File: src/sft_pkg.sv
package sft_pkg;

  localparam int SFT_NREG       = 50;
  localparam int SFT_FIFO_WIDTH = 24;
  localparam int SFT_FIFO_DEPTH = 8;

  // Two-wire slave address, write form shifted right by one
  localparam logic [6:0]  SFT_DEV_ADDR      = 7'h31;
  localparam logic [3:0]  SFT_BITS_PER_BYTE = 4'h8;
  localparam logic [1:0]  SFT_LAST_PHASE    = 2'h3;

  localparam logic [13:0] SFT_FIXED_LINES = 14'h0018;
  localparam logic [13:0] SFT_MIN_BLANK   = 14'h0000;
  localparam logic [13:0] SFT_EXPO_MARGIN = 14'h0008;

  localparam logic [1:0]  SFT_LANE_CODE_1 = 2'h0;
  localparam logic [1:0]  SFT_LANE_CODE_2 = 2'h1;
  localparam logic [1:0]  SFT_LANE_CODE_4 = 2'h2;
  localparam logic [2:0]  SFT_LANES_1     = 3'h1;
  localparam logic [2:0]  SFT_LANES_2     = 3'h2;
  localparam logic [2:0]  SFT_LANES_4     = 3'h4;

  // Register indices into the address, reset and mask tables
  localparam int SFT_I_TEST = 0, SFT_I_OFFS = 1, SFT_I_OWW_HI = 2, SFT_I_OWW_LO = 3;
  localparam int SFT_I_OWH_HI = 4, SFT_I_OWH_LO = 5, SFT_I_SER = 11, SFT_I_WCNT_LO = 12;
  localparam int SFT_I_WCNT_HI = 13, SFT_I_PKT = 14, SFT_I_DEPTH = 15, SFT_I_LANES = 16;
  localparam int SFT_I_PHY = 17, SFT_I_EX2_HI = 31, SFT_I_EX2_LO = 32, SFT_I_SH_HI = 33;
  localparam int SFT_I_SH_LO = 34, SFT_I_HDR = 35, SFT_I_FR_HI = 36, SFT_I_FR_LO = 37;
  localparam int SFT_I_LP_HI = 38, SFT_I_LP_LO = 39, SFT_I_AH_HI = 44, SFT_I_AH_LO = 45;
  localparam int SFT_I_LCFG1 = 48, SFT_I_LCFG2 = 49;

  // Field positions
  localparam int SFT_SER_LANE_EN = 3, SFT_SER_ULP = 2, SFT_SER_LSYNC = 1, SFT_SER_OUT = 0;
  localparam int SFT_PHY_HOLD = 7, SFT_PHY_GATE = 6, SFT_PHY_OPEN = 5;
  localparam int SFT_HDR_EN = 0, SFT_HDR_ALL = 6, SFT_TEST_EN = 2, SFT_LCFG1_EN = 6;

  localparam logic [15:0] SFT_ADDR [SFT_NREG] = '{
    16'h008c, 16'h008e, 16'h0094, 16'h0095, 16'h0096, 16'h0097, 16'h0098, 16'h0099,
    16'h009a, 16'h009b, 16'h009c, 16'h0100, 16'h010d, 16'h010e, 16'h0111, 16'h0112,
    16'h0114, 16'h0115, 16'h0120, 16'h0121, 16'h0122, 16'h0123, 16'h0124, 16'h0125,
    16'h0126, 16'h0127, 16'h0128, 16'h0129, 16'h012a, 16'h012b, 16'h012c, 16'h0200,
    16'h0201, 16'h0202, 16'h0203, 16'h0222, 16'h0340, 16'h0341, 16'h0342, 16'h0343,
    16'h0346, 16'h0347, 16'h0348, 16'h0349, 16'h034a, 16'h034b, 16'h070c, 16'h070d,
    16'h0180, 16'h0181};

  localparam logic [7:0] SFT_RST [SFT_NREG] = '{
    8'h10, 8'h05, 8'h0b, 8'h90, 8'h06, 8'h82, 8'h00, 8'h00, 8'h00, 8'h00,
    8'h01, 8'h20, 8'h20, 8'h0d, 8'h2b, 8'h01, 8'h03, 8'h10, 8'h80, 8'h10,
    8'h05, 8'h20, 8'h02, 8'h20, 8'h08, 8'h10, 8'ha0, 8'h06, 8'h0a, 8'h08,
    8'h10, 8'h00, 8'h04, 8'h00, 8'h10, 8'h00, 8'h07, 8'h0d, 8'h07, 8'h80,
    8'h00, 8'h02, 8'h09, 8'h0c, 8'h05, 8'h18, 8'h00, 8'h00, 8'h06, 8'h00};

  localparam logic [7:0] SFT_MASK [SFT_NREG] = '{
    8'hff, 8'h0f, 8'h0f, 8'hff, 8'h0f, 8'hff, 8'h0f, 8'hff, 8'h0f, 8'hff,
    8'hff, 8'hff, 8'hff, 8'hff, 8'hff, 8'hff, 8'h03, 8'hff, 8'hff, 8'hff,
    8'hff, 8'hff, 8'hff, 8'hff, 8'hff, 8'hff, 8'hff, 8'hff, 8'hff, 8'hff,
    8'h7f, 8'h3f, 8'hff, 8'h3f, 8'hff, 8'h41, 8'h3f, 8'hff, 8'hff, 8'hff,
    8'h0f, 8'hff, 8'h0f, 8'hff, 8'h0f, 8'hff, 8'hff, 8'h07, 8'h7f, 8'hff};

  typedef enum logic [4:0] {
    SFT_ST_IDLE = 5'h01,
    SFT_ST_RX   = 5'h02,
    SFT_ST_ACK  = 5'h04,
    SFT_ST_TX   = 5'h08,
    SFT_ST_RACK = 5'h10
  } sft_state_t;

endpackage

File: src/sft_regs.sv
// Functional notes
// Actual frame length from height, blank, shutter
// Minimum frame equals height plus 24 plus blank
// Short shutter uses minimum frame length
// Host programs shutter plus 8 when longer
// Frame blank is frame length minus height
// Line blank derived from line length
// Host leaves internal line length unchanged
// Serial control lane, low power, sync, enable
// Lane code 00/01/10 means 1/2/4 lanes
// Packet header: channel and data type
// Phy mode gate, open, bit order, clock
// Phy bit 7 holds timing on divide
// Dual exposure enable and all frames out
// Flip and mirror offsets, default 2; code resets both to 1
// Test bit replaces pixels with pattern
// Per-lane enables and one-step delays
// Lane config: enable, disable, differential
// Host raises frame length before long exposure
// Timing settings apply at frame boundary
// Readback, zero undefined bits, reset defaults
`timescale 1ns/10ps

module sft_fifo #(
  parameter int WIDTH = 24,
  parameter int DEPTH = 8
) (
  input  wire logic             ref_clk_i,
  input  wire logic             resetn_i,
  input  wire logic             in_valid_i,
  output logic                  in_ready_o,
  input  wire logic [WIDTH-1:0] in_data_i,
  output logic                  out_valid_o,
  input  wire logic             out_ready_i,
  output logic      [WIDTH-1:0] out_data_o
);
  localparam int AW = $clog2(DEPTH);
  localparam logic [AW:0] FULL = (AW+1)'(DEPTH);

  logic [WIDTH-1:0] mem_r [DEPTH];
  logic [AW-1:0]    wp_r;
  logic [AW-1:0]    rp_r;
  logic [AW:0]      cnt_r;
  logic             push;
  logic             pop;

  assign in_ready_o  = (cnt_r != FULL);
  assign out_valid_o = (cnt_r != '0);
  assign out_data_o  = mem_r[rp_r];
  assign push        = in_valid_i & in_ready_o;
  assign pop         = out_valid_o & out_ready_i;

  always_ff @(posedge ref_clk_i) begin
    if (push) begin
      mem_r[wp_r] <= in_data_i;
    end
  end

  always_ff @(posedge ref_clk_i or negedge resetn_i) begin
    if (!resetn_i) begin
      wp_r  <= '0;
      rp_r  <= '0;
      cnt_r <= '0;
    end else begin
      if (push) wp_r <= wp_r + 1'b1;
      if (pop) rp_r <= rp_r + 1'b1;
      if (push && !pop) cnt_r <= cnt_r + 1'b1;
      else if (pop && !push) cnt_r <= cnt_r - 1'b1;
    end
  end
endmodule

module sft_regs (
  input  wire logic        ref_clk_i,
  input  wire logic        resetn_i,
  input  wire logic        scl_i,
  input  wire logic        sda_i,
  output logic             sda_o,
  output logic             sda_oe_o,
  input  wire logic        frame_start_i,
  input  wire logic        pixel_valid_i,
  input  wire logic [9:0]  pixel_i,
  output logic             pixel_valid_o,
  output logic      [9:0]  pixel_o,
  output logic      [13:0] frame_length_o,
  output logic      [13:0] vertical_blank_lines_o,
  output logic      [13:0] frame_blank_o,
  output logic      [15:0] line_blank_o,
  output logic      [15:0] line_period_o,
  output logic      [13:0] exposure_o,
  output logic      [13:0] second_exposure_time_o,
  output logic             lane_enable_o,
  output logic             ultra_low_power_enable_o,
  output logic             line_sync_mode_o,
  output logic             serial_out_enable_o,
  output logic      [2:0]  lanes_active_o,
  output logic      [1:0]  virtual_channel_field_o,
  output logic      [5:0]  data_type_o,
  output logic             timing_hold_on_divide_o,
  output logic             data_lane_gate_o,
  output logic             all_lanes_open_o,
  output logic      [2:0]  bit_order_switch_o,
  output logic      [1:0]  clock_lane_mode_o,
  output logic             dual_exposure_en_o,
  output logic             all_exposure_out_o,
  output logic      [1:0]  flip_row_offset_o,
  output logic      [1:0]  mirror_col_offset_o,
  output logic      [3:0]  lane_enable_mask_o,
  output logic      [3:0]  lane_one_step_delay_o,
  output logic             serial_if_enable_o,
  output logic      [1:0]  disable_setting_o,
  output logic      [3:0]  diff_setting_o
);
  localparam int NR = sft_pkg::SFT_NREG;

  logic [7:0]  reg_r [NR];
  logic [7:0]  app_r [NR];
  logic        scl_s1, scl_s2, scl_d, sda_s1, sda_s2, sda_d;
  logic        scl_rise, scl_fall, start_det, stop_det;
  sft_pkg::sft_state_t state_r;
  logic [3:0]  bitcnt_r;
  logic [1:0]  phase_r;
  logic [7:0]  shift_r;
  logic [7:0]  tx_r;
  logic [15:0] addr_r;
  logic        rd_mode_r, nack_r, oe_r;
  logic [7:0]  rdata;
  logic        byte_done, wr_valid, wr_ready;
  logic        rf_valid, rf_ready, rf_fire;
  logic [23:0] rf_data;
  logic [11:0] win_h, out_h, out_w;
  logic [13:0] frame_prog, base_lines, vert_blank, min_frame, shut, actual;
  logic [15:0] line_len;
  logic [9:0]  test_pix_r;
  logic        past_ok_r;

  // Pins come from the host's clock world, two stages before use
  always_ff @(posedge ref_clk_i or negedge resetn_i) begin
    if (!resetn_i) begin
      scl_s1 <= 1'b1;
      scl_s2 <= 1'b1;
      scl_d  <= 1'b1;
      sda_s1 <= 1'b1;
      sda_s2 <= 1'b1;
      sda_d  <= 1'b1;
    end else begin
      scl_s1 <= scl_i;
      scl_s2 <= scl_s1;
      scl_d  <= scl_s2;
      sda_s1 <= sda_i;
      sda_s2 <= sda_s1;
      sda_d  <= sda_s2;
    end
  end

  assign scl_rise  = scl_s2 & ~scl_d;
  assign scl_fall  = ~scl_s2 & scl_d;
  assign start_det = scl_s2 & scl_d & sda_d & ~sda_s2;
  assign stop_det  = scl_s2 & scl_d & ~sda_d & sda_s2;
  assign byte_done = (state_r == sft_pkg::SFT_ST_RX) && scl_fall
                     && (bitcnt_r == sft_pkg::SFT_BITS_PER_BYTE);
  assign wr_valid  = byte_done && (phase_r == sft_pkg::SFT_LAST_PHASE);
  assign sda_o     = 1'b0;
  assign sda_oe_o  = oe_r;

  // Two-byte address then data; address steps after every byte
  always_ff @(posedge ref_clk_i or negedge resetn_i) begin
    if (!resetn_i) begin
      state_r   <= sft_pkg::SFT_ST_IDLE;
      bitcnt_r  <= '0;
      phase_r   <= '0;
      shift_r   <= '0;
      tx_r      <= '0;
      addr_r    <= '0;
      rd_mode_r <= 1'b0;
      nack_r    <= 1'b0;
      oe_r      <= 1'b0;
    end else if (start_det) begin
      state_r  <= sft_pkg::SFT_ST_RX;
      bitcnt_r <= '0;
      phase_r  <= '0;
      oe_r     <= 1'b0;
    end else if (stop_det) begin
      state_r <= sft_pkg::SFT_ST_IDLE;
      oe_r    <= 1'b0;
    end else begin
      case (state_r)
        sft_pkg::SFT_ST_RX: begin
          if (scl_rise) begin
            shift_r  <= {shift_r[6:0], sda_s2};
            bitcnt_r <= bitcnt_r + 4'h1;
          end else if (byte_done) begin
            bitcnt_r <= '0;
            state_r  <= sft_pkg::SFT_ST_ACK;
            oe_r     <= 1'b1;
            case (phase_r)
              2'h0: begin
                rd_mode_r <= shift_r[0];
                if (shift_r[7:1] != sft_pkg::SFT_DEV_ADDR) begin
                  state_r <= sft_pkg::SFT_ST_IDLE;
                  oe_r    <= 1'b0;
                end
              end
              2'h1: addr_r[15:8] <= shift_r;
              2'h2: addr_r[7:0] <= shift_r;
              default: begin
                // A full queue refuses the byte with a NACK
                if (wr_ready) begin
                  addr_r <= addr_r + 16'h0001;
                end else begin
                  state_r <= sft_pkg::SFT_ST_IDLE;
                  oe_r    <= 1'b0;
                end
              end
            endcase
          end
        end
        sft_pkg::SFT_ST_ACK: begin
          if (scl_fall) begin
            if (rd_mode_r) begin
              state_r  <= sft_pkg::SFT_ST_TX;
              tx_r     <= rdata;
              oe_r     <= ~rdata[7];
              bitcnt_r <= 4'h1;
              addr_r   <= addr_r + 16'h0001;
            end else begin
              state_r <= sft_pkg::SFT_ST_RX;
              oe_r    <= 1'b0;
              if (phase_r != sft_pkg::SFT_LAST_PHASE) phase_r <= phase_r + 2'h1;
            end
          end
        end
        sft_pkg::SFT_ST_TX: begin
          if (scl_fall) begin
            if (bitcnt_r == sft_pkg::SFT_BITS_PER_BYTE) begin
              state_r <= sft_pkg::SFT_ST_RACK;
              oe_r    <= 1'b0;
            end else begin
              oe_r     <= ~tx_r[6];
              tx_r     <= {tx_r[6:0], 1'b0};
              bitcnt_r <= bitcnt_r + 4'h1;
            end
          end
        end
        sft_pkg::SFT_ST_RACK: begin
          if (scl_rise) begin
            nack_r <= sda_s2;
          end else if (scl_fall) begin
            if (nack_r) begin
              state_r <= sft_pkg::SFT_ST_IDLE;
            end else begin
              state_r  <= sft_pkg::SFT_ST_TX;
              tx_r     <= rdata;
              oe_r     <= ~rdata[7];
              bitcnt_r <= 4'h1;
              addr_r   <= addr_r + 16'h0001;
            end
          end
        end
        default: state_r <= sft_pkg::SFT_ST_IDLE;
      endcase
    end
  end

  sft_fifo #(
    .WIDTH (sft_pkg::SFT_FIFO_WIDTH),
    .DEPTH (sft_pkg::SFT_FIFO_DEPTH)
  ) u_wr_fifo (
    .ref_clk_i   (ref_clk_i),
    .resetn_i    (resetn_i),
    .in_valid_i  (wr_valid),
    .in_ready_o  (wr_ready),
    .in_data_i   ({addr_r, shift_r}),
    .out_valid_o (rf_valid),
    .out_ready_i (rf_ready),
    .out_data_o  (rf_data)
  );

  // Writes wait out the commit cycle so a snapshot never sees half a write
  assign rf_ready = ~frame_start_i;
  assign rf_fire  = rf_valid & rf_ready;

  for (genvar i = 0; i < NR; i++) begin : g_reg
    always_ff @(posedge ref_clk_i or negedge resetn_i) begin
      if (!resetn_i) begin
        reg_r[i] <= sft_pkg::SFT_RST[i];
        app_r[i] <= sft_pkg::SFT_RST[i];
      end else begin
        if (rf_fire && rf_data[23:8] == sft_pkg::SFT_ADDR[i]) begin
          reg_r[i] <= rf_data[7:0] & sft_pkg::SFT_MASK[i];
        end
        if (frame_start_i) begin
          app_r[i] <= reg_r[i];
        end
      end
    end
  end

  always_comb begin
    rdata = 8'h00;
    for (int i = 0; i < NR; i++) begin
      if (addr_r == sft_pkg::SFT_ADDR[i]) rdata = reg_r[i];
    end
  end

  always_comb begin
    win_h      = {app_r[sft_pkg::SFT_I_AH_HI][3:0], app_r[sft_pkg::SFT_I_AH_LO]};
    out_h      = {app_r[sft_pkg::SFT_I_OWH_HI][3:0], app_r[sft_pkg::SFT_I_OWH_LO]};
    out_w      = {app_r[sft_pkg::SFT_I_OWW_HI][3:0], app_r[sft_pkg::SFT_I_OWW_LO]};
    frame_prog = {app_r[sft_pkg::SFT_I_FR_HI][5:0], app_r[sft_pkg::SFT_I_FR_LO]};
    shut       = {app_r[sft_pkg::SFT_I_SH_HI][5:0], app_r[sft_pkg::SFT_I_SH_LO]};
    line_len   = {app_r[sft_pkg::SFT_I_LP_HI], app_r[sft_pkg::SFT_I_LP_LO]};
    base_lines = {2'b00, win_h} + sft_pkg::SFT_FIXED_LINES;
    // Programmed frame length beyond height plus the fixed lines is the vertical blank
    vert_blank = (frame_prog > base_lines) ? (frame_prog - base_lines) : sft_pkg::SFT_MIN_BLANK;
    min_frame  = base_lines + vert_blank;
    // A long shutter stretches the frame to the shutter plus the recommended margin
    actual     = (shut > min_frame) ? (shut + sft_pkg::SFT_EXPO_MARGIN) : min_frame;
  end

  always_ff @(posedge ref_clk_i or negedge resetn_i) begin
    if (!resetn_i) begin
      frame_length_o         <= '0;
      vertical_blank_lines_o <= '0;
      frame_blank_o          <= '0;
      line_blank_o           <= '0;
      line_period_o          <= '0;
      exposure_o             <= '0;
      second_exposure_time_o <= '0;
      past_ok_r              <= 1'b0;
    end else begin
      frame_length_o         <= actual;
      vertical_blank_lines_o <= vert_blank;
      frame_blank_o          <= (actual > {2'b00, out_h}) ? (actual - {2'b00, out_h}) : '0;
      line_blank_o           <= (line_len > {4'h0, out_w}) ? (line_len - {4'h0, out_w}) : '0;
      line_period_o          <= line_len;
      exposure_o             <= shut;
      second_exposure_time_o <= {app_r[sft_pkg::SFT_I_EX2_HI][5:0], app_r[sft_pkg::SFT_I_EX2_LO]};
      past_ok_r              <= 1'b1;
    end
  end

  always_comb begin
    lane_enable_o            = reg_r[sft_pkg::SFT_I_SER][sft_pkg::SFT_SER_LANE_EN];
    ultra_low_power_enable_o = reg_r[sft_pkg::SFT_I_SER][sft_pkg::SFT_SER_ULP];
    line_sync_mode_o         = reg_r[sft_pkg::SFT_I_SER][sft_pkg::SFT_SER_LSYNC];
    serial_out_enable_o      = reg_r[sft_pkg::SFT_I_SER][sft_pkg::SFT_SER_OUT];
    virtual_channel_field_o  = reg_r[sft_pkg::SFT_I_PKT][7:6];
    data_type_o              = reg_r[sft_pkg::SFT_I_PKT][5:0];
    timing_hold_on_divide_o  = reg_r[sft_pkg::SFT_I_PHY][sft_pkg::SFT_PHY_HOLD];
    data_lane_gate_o         = reg_r[sft_pkg::SFT_I_PHY][sft_pkg::SFT_PHY_GATE];
    all_lanes_open_o         = reg_r[sft_pkg::SFT_I_PHY][sft_pkg::SFT_PHY_OPEN];
    bit_order_switch_o       = reg_r[sft_pkg::SFT_I_PHY][4:2];
    clock_lane_mode_o        = reg_r[sft_pkg::SFT_I_PHY][1:0];
    dual_exposure_en_o       = reg_r[sft_pkg::SFT_I_HDR][sft_pkg::SFT_HDR_EN];
    all_exposure_out_o       = reg_r[sft_pkg::SFT_I_HDR][sft_pkg::SFT_HDR_ALL];
    flip_row_offset_o        = reg_r[sft_pkg::SFT_I_OFFS][3:2];
    mirror_col_offset_o      = reg_r[sft_pkg::SFT_I_OFFS][1:0];
    lane_enable_mask_o       = reg_r[sft_pkg::SFT_I_LCFG2][7:4];
    lane_one_step_delay_o    = reg_r[sft_pkg::SFT_I_LCFG2][3:0];
    serial_if_enable_o       = reg_r[sft_pkg::SFT_I_LCFG1][sft_pkg::SFT_LCFG1_EN];
    disable_setting_o        = reg_r[sft_pkg::SFT_I_LCFG1][5:4];
    diff_setting_o           = reg_r[sft_pkg::SFT_I_LCFG1][3:0];
  end

  // Unused code 11 falls back to four lanes
  always_ff @(posedge ref_clk_i or negedge resetn_i) begin
    if (!resetn_i) begin
      lanes_active_o <= sft_pkg::SFT_LANES_4;
    end else begin
      case (reg_r[sft_pkg::SFT_I_LANES][1:0])
        sft_pkg::SFT_LANE_CODE_1: lanes_active_o <= sft_pkg::SFT_LANES_1;
        sft_pkg::SFT_LANE_CODE_2: lanes_active_o <= sft_pkg::SFT_LANES_2;
        default: lanes_active_o <= sft_pkg::SFT_LANES_4;
      endcase
    end
  end

  always_ff @(posedge ref_clk_i or negedge resetn_i) begin
    if (!resetn_i) begin
      test_pix_r    <= '0;
      pixel_o       <= '0;
      pixel_valid_o <= 1'b0;
    end else begin
      pixel_valid_o <= pixel_valid_i;
      if (pixel_valid_i) begin
        test_pix_r <= test_pix_r + 10'h001;
        pixel_o    <= reg_r[sft_pkg::SFT_I_TEST][sft_pkg::SFT_TEST_EN] ? test_pix_r : pixel_i;
      end
    end
  end
endmodule

File: config.mk
export PLATFORM = sky130hd
export DESIGN_NAME = sft_regs
export DESIGN_NICKNAME = d
export VERILOG_FILES = /design/src/sft_pkg.sv /design/src/sft_regs.sv
export SDC_FILE = /design/constraint.sdc
export NUM_CORES = 2
export LEC_CHECK = 0
export ABC_AREA = 1
export BUFFER_PORTS_ARGS = -buffer_cell sky130_fd_sc_hd__buf_2
export CAP_MARGIN = 25
export CORE_MARGIN = 5
export CORE_UTILIZATION = 25
export DETAILED_ROUTE_END_ITERATION = 8
export HOLD_SLACK_MARGIN = 0.15
export PLACE_DENSITY = 0.37
export SETUP_SLACK_MARGIN = 0.1
export SYNTH_ARGS = -nofsm -noshare
export SYNTH_HDL_FRONTEND = slang
export SYNTH_HIERARCHICAL = 1
export SYNTH_SLANG_ARGS = --single-unit
File: constraint.sdc
create_clock -name ref_clk_i -period 26.1 [get_ports ref_clk_i]
set_input_delay 2.61 -clock ref_clk_i [delete_from_list [all_inputs] [get_ports ref_clk_i]]
set_output_delay 2.61 -clock ref_clk_i [all_outputs]
set_load 0.02 [all_outputs]
### After elaboration in Yosys (flattened, before gate mapping)

Memory sizes are Yosys's and may differ from the RTL's.
Cells that the tools add are included.

| cells by class | value |
|---|---|
| add/subtract/negate cells | 14 |
| multipliers | 0 |
| divide/modulo/power cells | 0 |
| $lt $le $gt $ge | 4 |
| equal/unequal tests | 143 |
| shift operators | 0 |
| mux-type cells | 127 |
| bitwise gates (word level) | 19 |
| reduce and logical (&&, ||, !) cells | 81 |

Operators with widths:

| operator | number |
|---|---|
| $eq A16 B9 Y1 const B | 44 |
| $eq A16 B10 Y1 const B | 30 |
| $mux W8 | 50 |
| $eq A16 B8 Y1 const B | 22 |
| $mux W16 | 9 |
| $eq A16 B11 Y1 const B | 4 |
| $mux W4 | 15 |
| $logic_and A1 B1 Y1 | 55 |
| $mux W7 | 7 |
| $pmux W16 S3 | 1 |
| $mux W5 | 9 |
| $mux W14 | 3 |
| $ne A4 B4 Y1 const B | 10 |
| $pmux W8 S2 | 2 |
| $ne A2 B2 Y1 const B | 14 |
| $reduce_and A12 Y1 | 2 |
| $ne A3 B3 Y1 const B | 7 |
| $pmux W7 S3 | 1 |
| $pmux W5 S4 | 1 |
| $reduce_and A10 Y1 | 2 |
| $add A16 B1 Y16 const B | 1 |
| $gt A16 B12 Y1 | 1 |
| $pmux W4 S4 | 1 |
| $sub A16 B12 Y16 | 1 |
| other kinds (44) | 96 |

| word-level totals | value |
|---|---|
| register bits | 624 |
| bits in latches | 0 |
| memory bits (writable) | 192 |
| ROM bits | 0 |
| logic and storage cells | 483 |
| memories | 1 |

Memory list:

| memory | depth | bits a word | rd ports | clocked after memory_dff | write ports | line | RTL |
|---|---|---|---|---|---|---|---|
| u_wr_fifo.mem_r | 8 | 24 | 1 | 0 | 1 | sft_regs.sv:40 | `logic [WIDTH-1:0] mem_r [DEPTH];` |

### Longest topological paths before layout

| logic depth | value |
|---|---|
| depth after elaboration | 58 |
| depth in mapped cells | 66 |
| gate-level depth less buffers | 66 |

### Modules after synthesis

Netlist, hierarchy kept.

By module, submodules not included:

| module | times used | cells each | area an instance (um^2) | seq. area each (um^2) |
|---|---|---|---|---|
| sft_regs | 1 | 3840 | 30514.3 | 15488.6 |
| sft_fifo | 1 | 721 | 8331.7 | 6015.8 |

### Worst setup path after synthesis

No wires, ideal clock.

| timing path | value |
|---|---|
| path kind | register to register |
| start point | reg app_r[35] (netlist name) |
| end point | reg frame_blank_o[11] |
| setup time | 0.114 ns |
| arrival | 8.247 ns |
| required time | 25.986 ns |
| setup slack | 17.739 ns |
| stages on the path, launching flop included | 64 |
| buffers on the path | 2 |
| cells stage by stage | dfstp_2 inv_1 ha_1 nor3_1 xor2_1 ha_1 nand2_1 nor2_1 a221oi_1 o21ai_2 nand3_1 nand2_1 nand2_1 nand3_1 nand2_1 clkbuf_1 nor2_1 fa_1 [28 not listed] inv_1 a21oi_1 nor2_1 nor2_1 nor2_1 nor2_1 nor2_1 nor2_1 inv_1 a21oi_1 inv_1 a21oi_1 inv_1 a21oi_1 inv_1 or2_2 nand3_1 inv_1 |

| between the ends | value |
|---|---|
| cells in the longest elaborated chain, start to end | 8 |

RTL lines:

| item | line | RTL |
|---|---|---|
| from (decl) | sft_regs.sv:117 | `logic [7:0] app_r [NR];` |
| from (signal, indexed assignment) | sft_regs.sv:287 | `app_r[i] <= sft_pkg::SFT_RST[i];` |
| from (signal, indexed assignment) | sft_regs.sv:293 | `app_r[i] <= reg_r[i];` |
| $add A12 B5 Y13 * | sft_regs.sv:313 | `base_lines = {2'b00, win_h} + sft_pkg::SFT_FIXED_LINES;` |
| $gt A14 B13 Y1 * | sft_regs.sv:315 | `vert_blank = (frame_prog > base_lines) ? (frame_prog - base_lines) : sft_pkg::SFT_MIN_BLANK;` |
| $mux W14 * | sft_regs.sv:315 |  |
| named net vert_blank[1] | sft_regs.sv:132 | `logic [13:0] frame_prog, base_lines, vert_blank, min_frame, shut, actual;` |
| $add A13 B14 Y14 * | sft_regs.sv:316 | `min_frame = base_lines + vert_blank;` |
| $gt A14 B14 Y1 | sft_regs.sv:318 | `actual = (shut > min_frame) ? (shut + sft_pkg::SFT_EXPO_MARGIN) : min_frame;` |
| $mux W14 * | sft_regs.sv:318 |  |
| named net actual[3] | sft_regs.sv:132 |  |
| $sub A14 B12 Y14 or $gt A14 B12 Y1 (tied branches) | sft_regs.sv:334 | `frame_blank_o <= (actual > {2'b00, out_h}) ? (actual - {2'b00, out_h}) : '0;` |
| $mux W14 * | sft_regs.sv:334 |  |
| to (signal assigned) | sft_regs.sv:334 |  |
| to (decl) | sft_regs.sv:87 | `output logic [13:0] frame_blank_o,` |

Mark *: on every way through the listed nets, which the timed path passes. The rest lies on a longest branch.
A chain may end at the register's enable or synchronous reset.

### Worst setup path in the final report

| timing path | value |
|---|---|
| start point | reg app_r[35] (netlist name) |
| end point | reg frame_blank_o[13] |

| between the ends | value |
|---|---|
| cells in the longest elaborated chain, start to end | 8 |

RTL lines:

| item | line |
|---|---|
| $add A12 B5 Y13 * | sft_regs.sv:313 |
| $gt A14 B13 Y1 * | sft_regs.sv:315 |
| $mux W14 * | sft_regs.sv:315 |
| named net vert_blank[2] | sft_regs.sv:132 |
| $add A13 B14 Y14 * | sft_regs.sv:316 |
| $gt A14 B14 Y1 | sft_regs.sv:318 |
| $mux W14 * | sft_regs.sv:318 |
| $sub A14 B12 Y14 or $gt A14 B12 Y1 (tied branches) | sft_regs.sv:334 |
| $mux W14 * | sft_regs.sv:334 |

Marked as above.

==> results.tsv <==
metric	value	unit
outcome	completed	
Ports	175	
Fillers	16700	
Cell variety after synth	70	
worst vdd ir	0.0510	mV
syn nets	4664	
Num CTS Buffers	102	
Peak Freq	103	MHz
CTS Root Cell	clkbuf_16	
post-synthesis sequential area ratio	55.4	%
Final #Nets	4792	
Initial Util	25.2	%
Critical Path AT	10310	ps
ant diodes	0	
routed len/inst	19.4	µm
# hold bufs at CTS	0	
Rel. slew slack	31.4	%
DR iter-0 viols	1945	
vias in the first global route	29700	
Mapped Avg Cell Area	8.52	µm²
first-pass detailed-route iteration total	5	
clk_skew	36.1	ps
NetSw	0.000639	W
fin crit share	37.1	%
die height	404	µm
# rows	144	
largest net degree at the start of global routing	137	
EDFF count, synth	192	
most used cell, CP	nand2_1	
Die ar.	0.163	mm²
Reg clk slew, reported paths	60	ps
crit path kind	reg2reg	
Slew Viols, Final	0	
Core Box Area	0.154	mm²
via count	30000	
Worst Path Max Fanout	19	
final setup fails	0	
top-area cell type share of the netlist area	33.8	%
CTS max path bufs	3	
post-synth top area cell	dfrtp_1	
max-cap violations	0	
global-route usage over all layers	16.0	%
setup_tns	0	ps
drt drc	0	
pwr/cell area	62.3	mW/mm²
Final Wtd Congestion	0.812	
Pwr Total	0.00281	W
synthesized area	0.0388	mm²
internal cell power	0.00217	W
first-pass GRT wire length	198000	µm
combinational share of power	1.9	%
Skew-Pair Late Insertion Delay	720	ps
Gate Count Post-Synth	4561	
Vias/cell	4.40	
Worst path max stage delay	530	ps
post-CTS sizing	0	
HPWL Detailed	89300	µm
DIE WIDTH	404	µm
share of cells above drive strength 1	12.1	%
Post-synth ARST share	76.5	%
Lkg Pwr	20.6	nW
RSZ-0062 raised after global routing	false	
DRT antenna net count	0	
Fin. Hold Viols	0	
Hold Path Class	reg2reg	
Ys Warns	6	
Reg power frac	47.0	%
CTS tree	done	
CP max stage cell	dfstp_2	
CTS sink count	816	
total wire length	132000	µm
Yosys reg bits	816	
synth top area cells	dfrtp_1 (34%), edfxtp_1 (15%), nand2_1 (15%), o21ai_0 (8.1%), dfstp_2 (6.7%)	
clock share of power	51.1	%
Buffers on Ports	173	
Worst Setup End Kind	flip-flop	
gr ovfl total	0	
crit path time final	9680	ps
initial antenna violation count	4	
Min Hold Slack	359	ps
Post-CTS Setup Bufs	0	
CP Data Required Time	26730	ps
Main synth FF type	dfrtp_1	
sw frac	22.7	%
Area Overhead vs Synth	16.0	%
critical path's top delay family	simple AND/OR/NAND/NOR gates	
number of buffers and inverters on the critical path	10	
Startpoint Class	flip-flop	
Worst-Margin Slew	1030	ps
H-Tree Depth	3	
## synthesized netlist by cell type (7+ instances only)
library cell and count:
xor2_1 39, nand2_1 1503, buf_6 11, o21bai_1 7, a31oi_1 10, clkbuf_1 124
nor4_1 19, nor2_1 311, inv_1 432, o21ai_0 632, o211ai_1 19, dfrtp_1 525
a21oi_1 89, or2_2 20, ha_1 82, inv_2 21, dfstp_2 99, nand4_1 23
nor3_1 32, edfxtp_1 192, xnor2_1 16, nand3_1 140, buf_4 38, nor2_2 8
buf_2 14, o21ai_1 58
## through the flow
step | util, % | instance area [µm²] | cells | setup WS (ps)
floorplan | - | 38800 | 4561 | 17740
global placement | 27.0 | 41700 | 6627 | 16300
detailed placement | 27.0 | 41700 | 6628 | 16350
CTS | 29.2 | 45100 | 6819 | 16300
global route | 29.2 | 45100 | 6820 | 15120
finish | 29.2 | 45100 | 6820 | 16420
## placed cells by master, fill, tap and decap left out, types with 6 or more instances in the layout
cell type,n
nand4_1,23
a31oi_1,10
inv_2,28
ha_1,82
xor2_1,39
nand3b_1,6
dfrtp_1,522
nor2_4,6
nor2_2,16
o21ai_1,58
clkbuf_1,30
nor2_1,303
o211ai_1,19
bufinv_16,7
dfstp_2,99
o21ai_0,632
inv_1,423
buf_2,172
mux2i_1,6
or2_2,20
nor3_1,32
buf_4,45
xnor2_1,16
clkinv_2,19
clkbuf_8,19
o21bai_1,7
nand3_1,140
clkbuf_16,104
nor4_1,17
edfxtp_1,192
a21oi_1,89
nand2_1,1503
## registers in the layout, summed over array words and instances (netlist names), 5 cells and up
register	count
addr_r	16
app_r	94
data_type_o	6
exposure_o	14
frame_blank_o	14
frame_length_o	14
line_blank_o	16
line_period_o	16
pixel_o	10
reg_r	302
second_exposure_time_o	14
shift_r	8
state_r	5
test_pix_r	10
tx_r	7
u_wr_fifo/mem_r	192
vertical_blank_lines_o	14
## power by group through the flow
stage / Sequential, W / Clock [W] / Combinational, W
after detailed placement: 0.00135 / 0 / 0.0000558
after global routing: 0.00132 / 0.00154 / 0.0000623
after global placement: 0.00134 / 0 / 0.0000560
final: 0.00132 / 0.00144 / 0.0000536
after floorplan: 0.00134 / 0 / 0.0000199
after CTS: 0.00132 / 0.00149 / 0.0000560
## final timing paths
check | start | to | slack (ps) | cells after the start
setup / recovery | app_r[35] | frame_blank_o[13] | 16420 | 64
hold reg to reg | scl_s1 | scl_s2 | 360 | 0
max in group asynchronous | resetn_i | second_exposure_time_o[0] | 21550 | 4
hold / removal | scl_s1 | scl_s2 | 360 | 0
setup reg to reg | app_r[35] | frame_blank_o[13] | 16420 | 64
min in group asynchronous | resetn_i | pixel_o[9] | 1850 | 1
## routing by layer
metal	share of wire, %	track usage [%]	vias up
met5	0	0	-
met4	1.9	3.77	0
met2	43	24.3	550
met1	51	23.7	14400
met3	4.2	2.51	143
li1	-	-	15000
## area by class of cell
cell class	instances	area, µm²	area share, %
clock buffer	153	2980	6.60
inverter	459	1770	3.92
timing repair buffer	220	1260	2.80
sequential	816	21500	47.7
clock inverter	38	414	0.919
tap	2044	2560	5.67
multi-input combinational	3090	14600	32.4
## cells by family after synthesis
logic type / after synthesis / share of synthesized area (%)
other cells: 1 / 0.00965
compound gates: 847 / 11.4
mux: 7 / 0.184
xor+xnor: 55 / 1.24
fa+ha+maj: 87 / 2.90
flops: 816 / 55.4
buf+inv: 655 / 7.17
simple gates: 2093 / 21.8
Power figures use the tool's default switching activity.
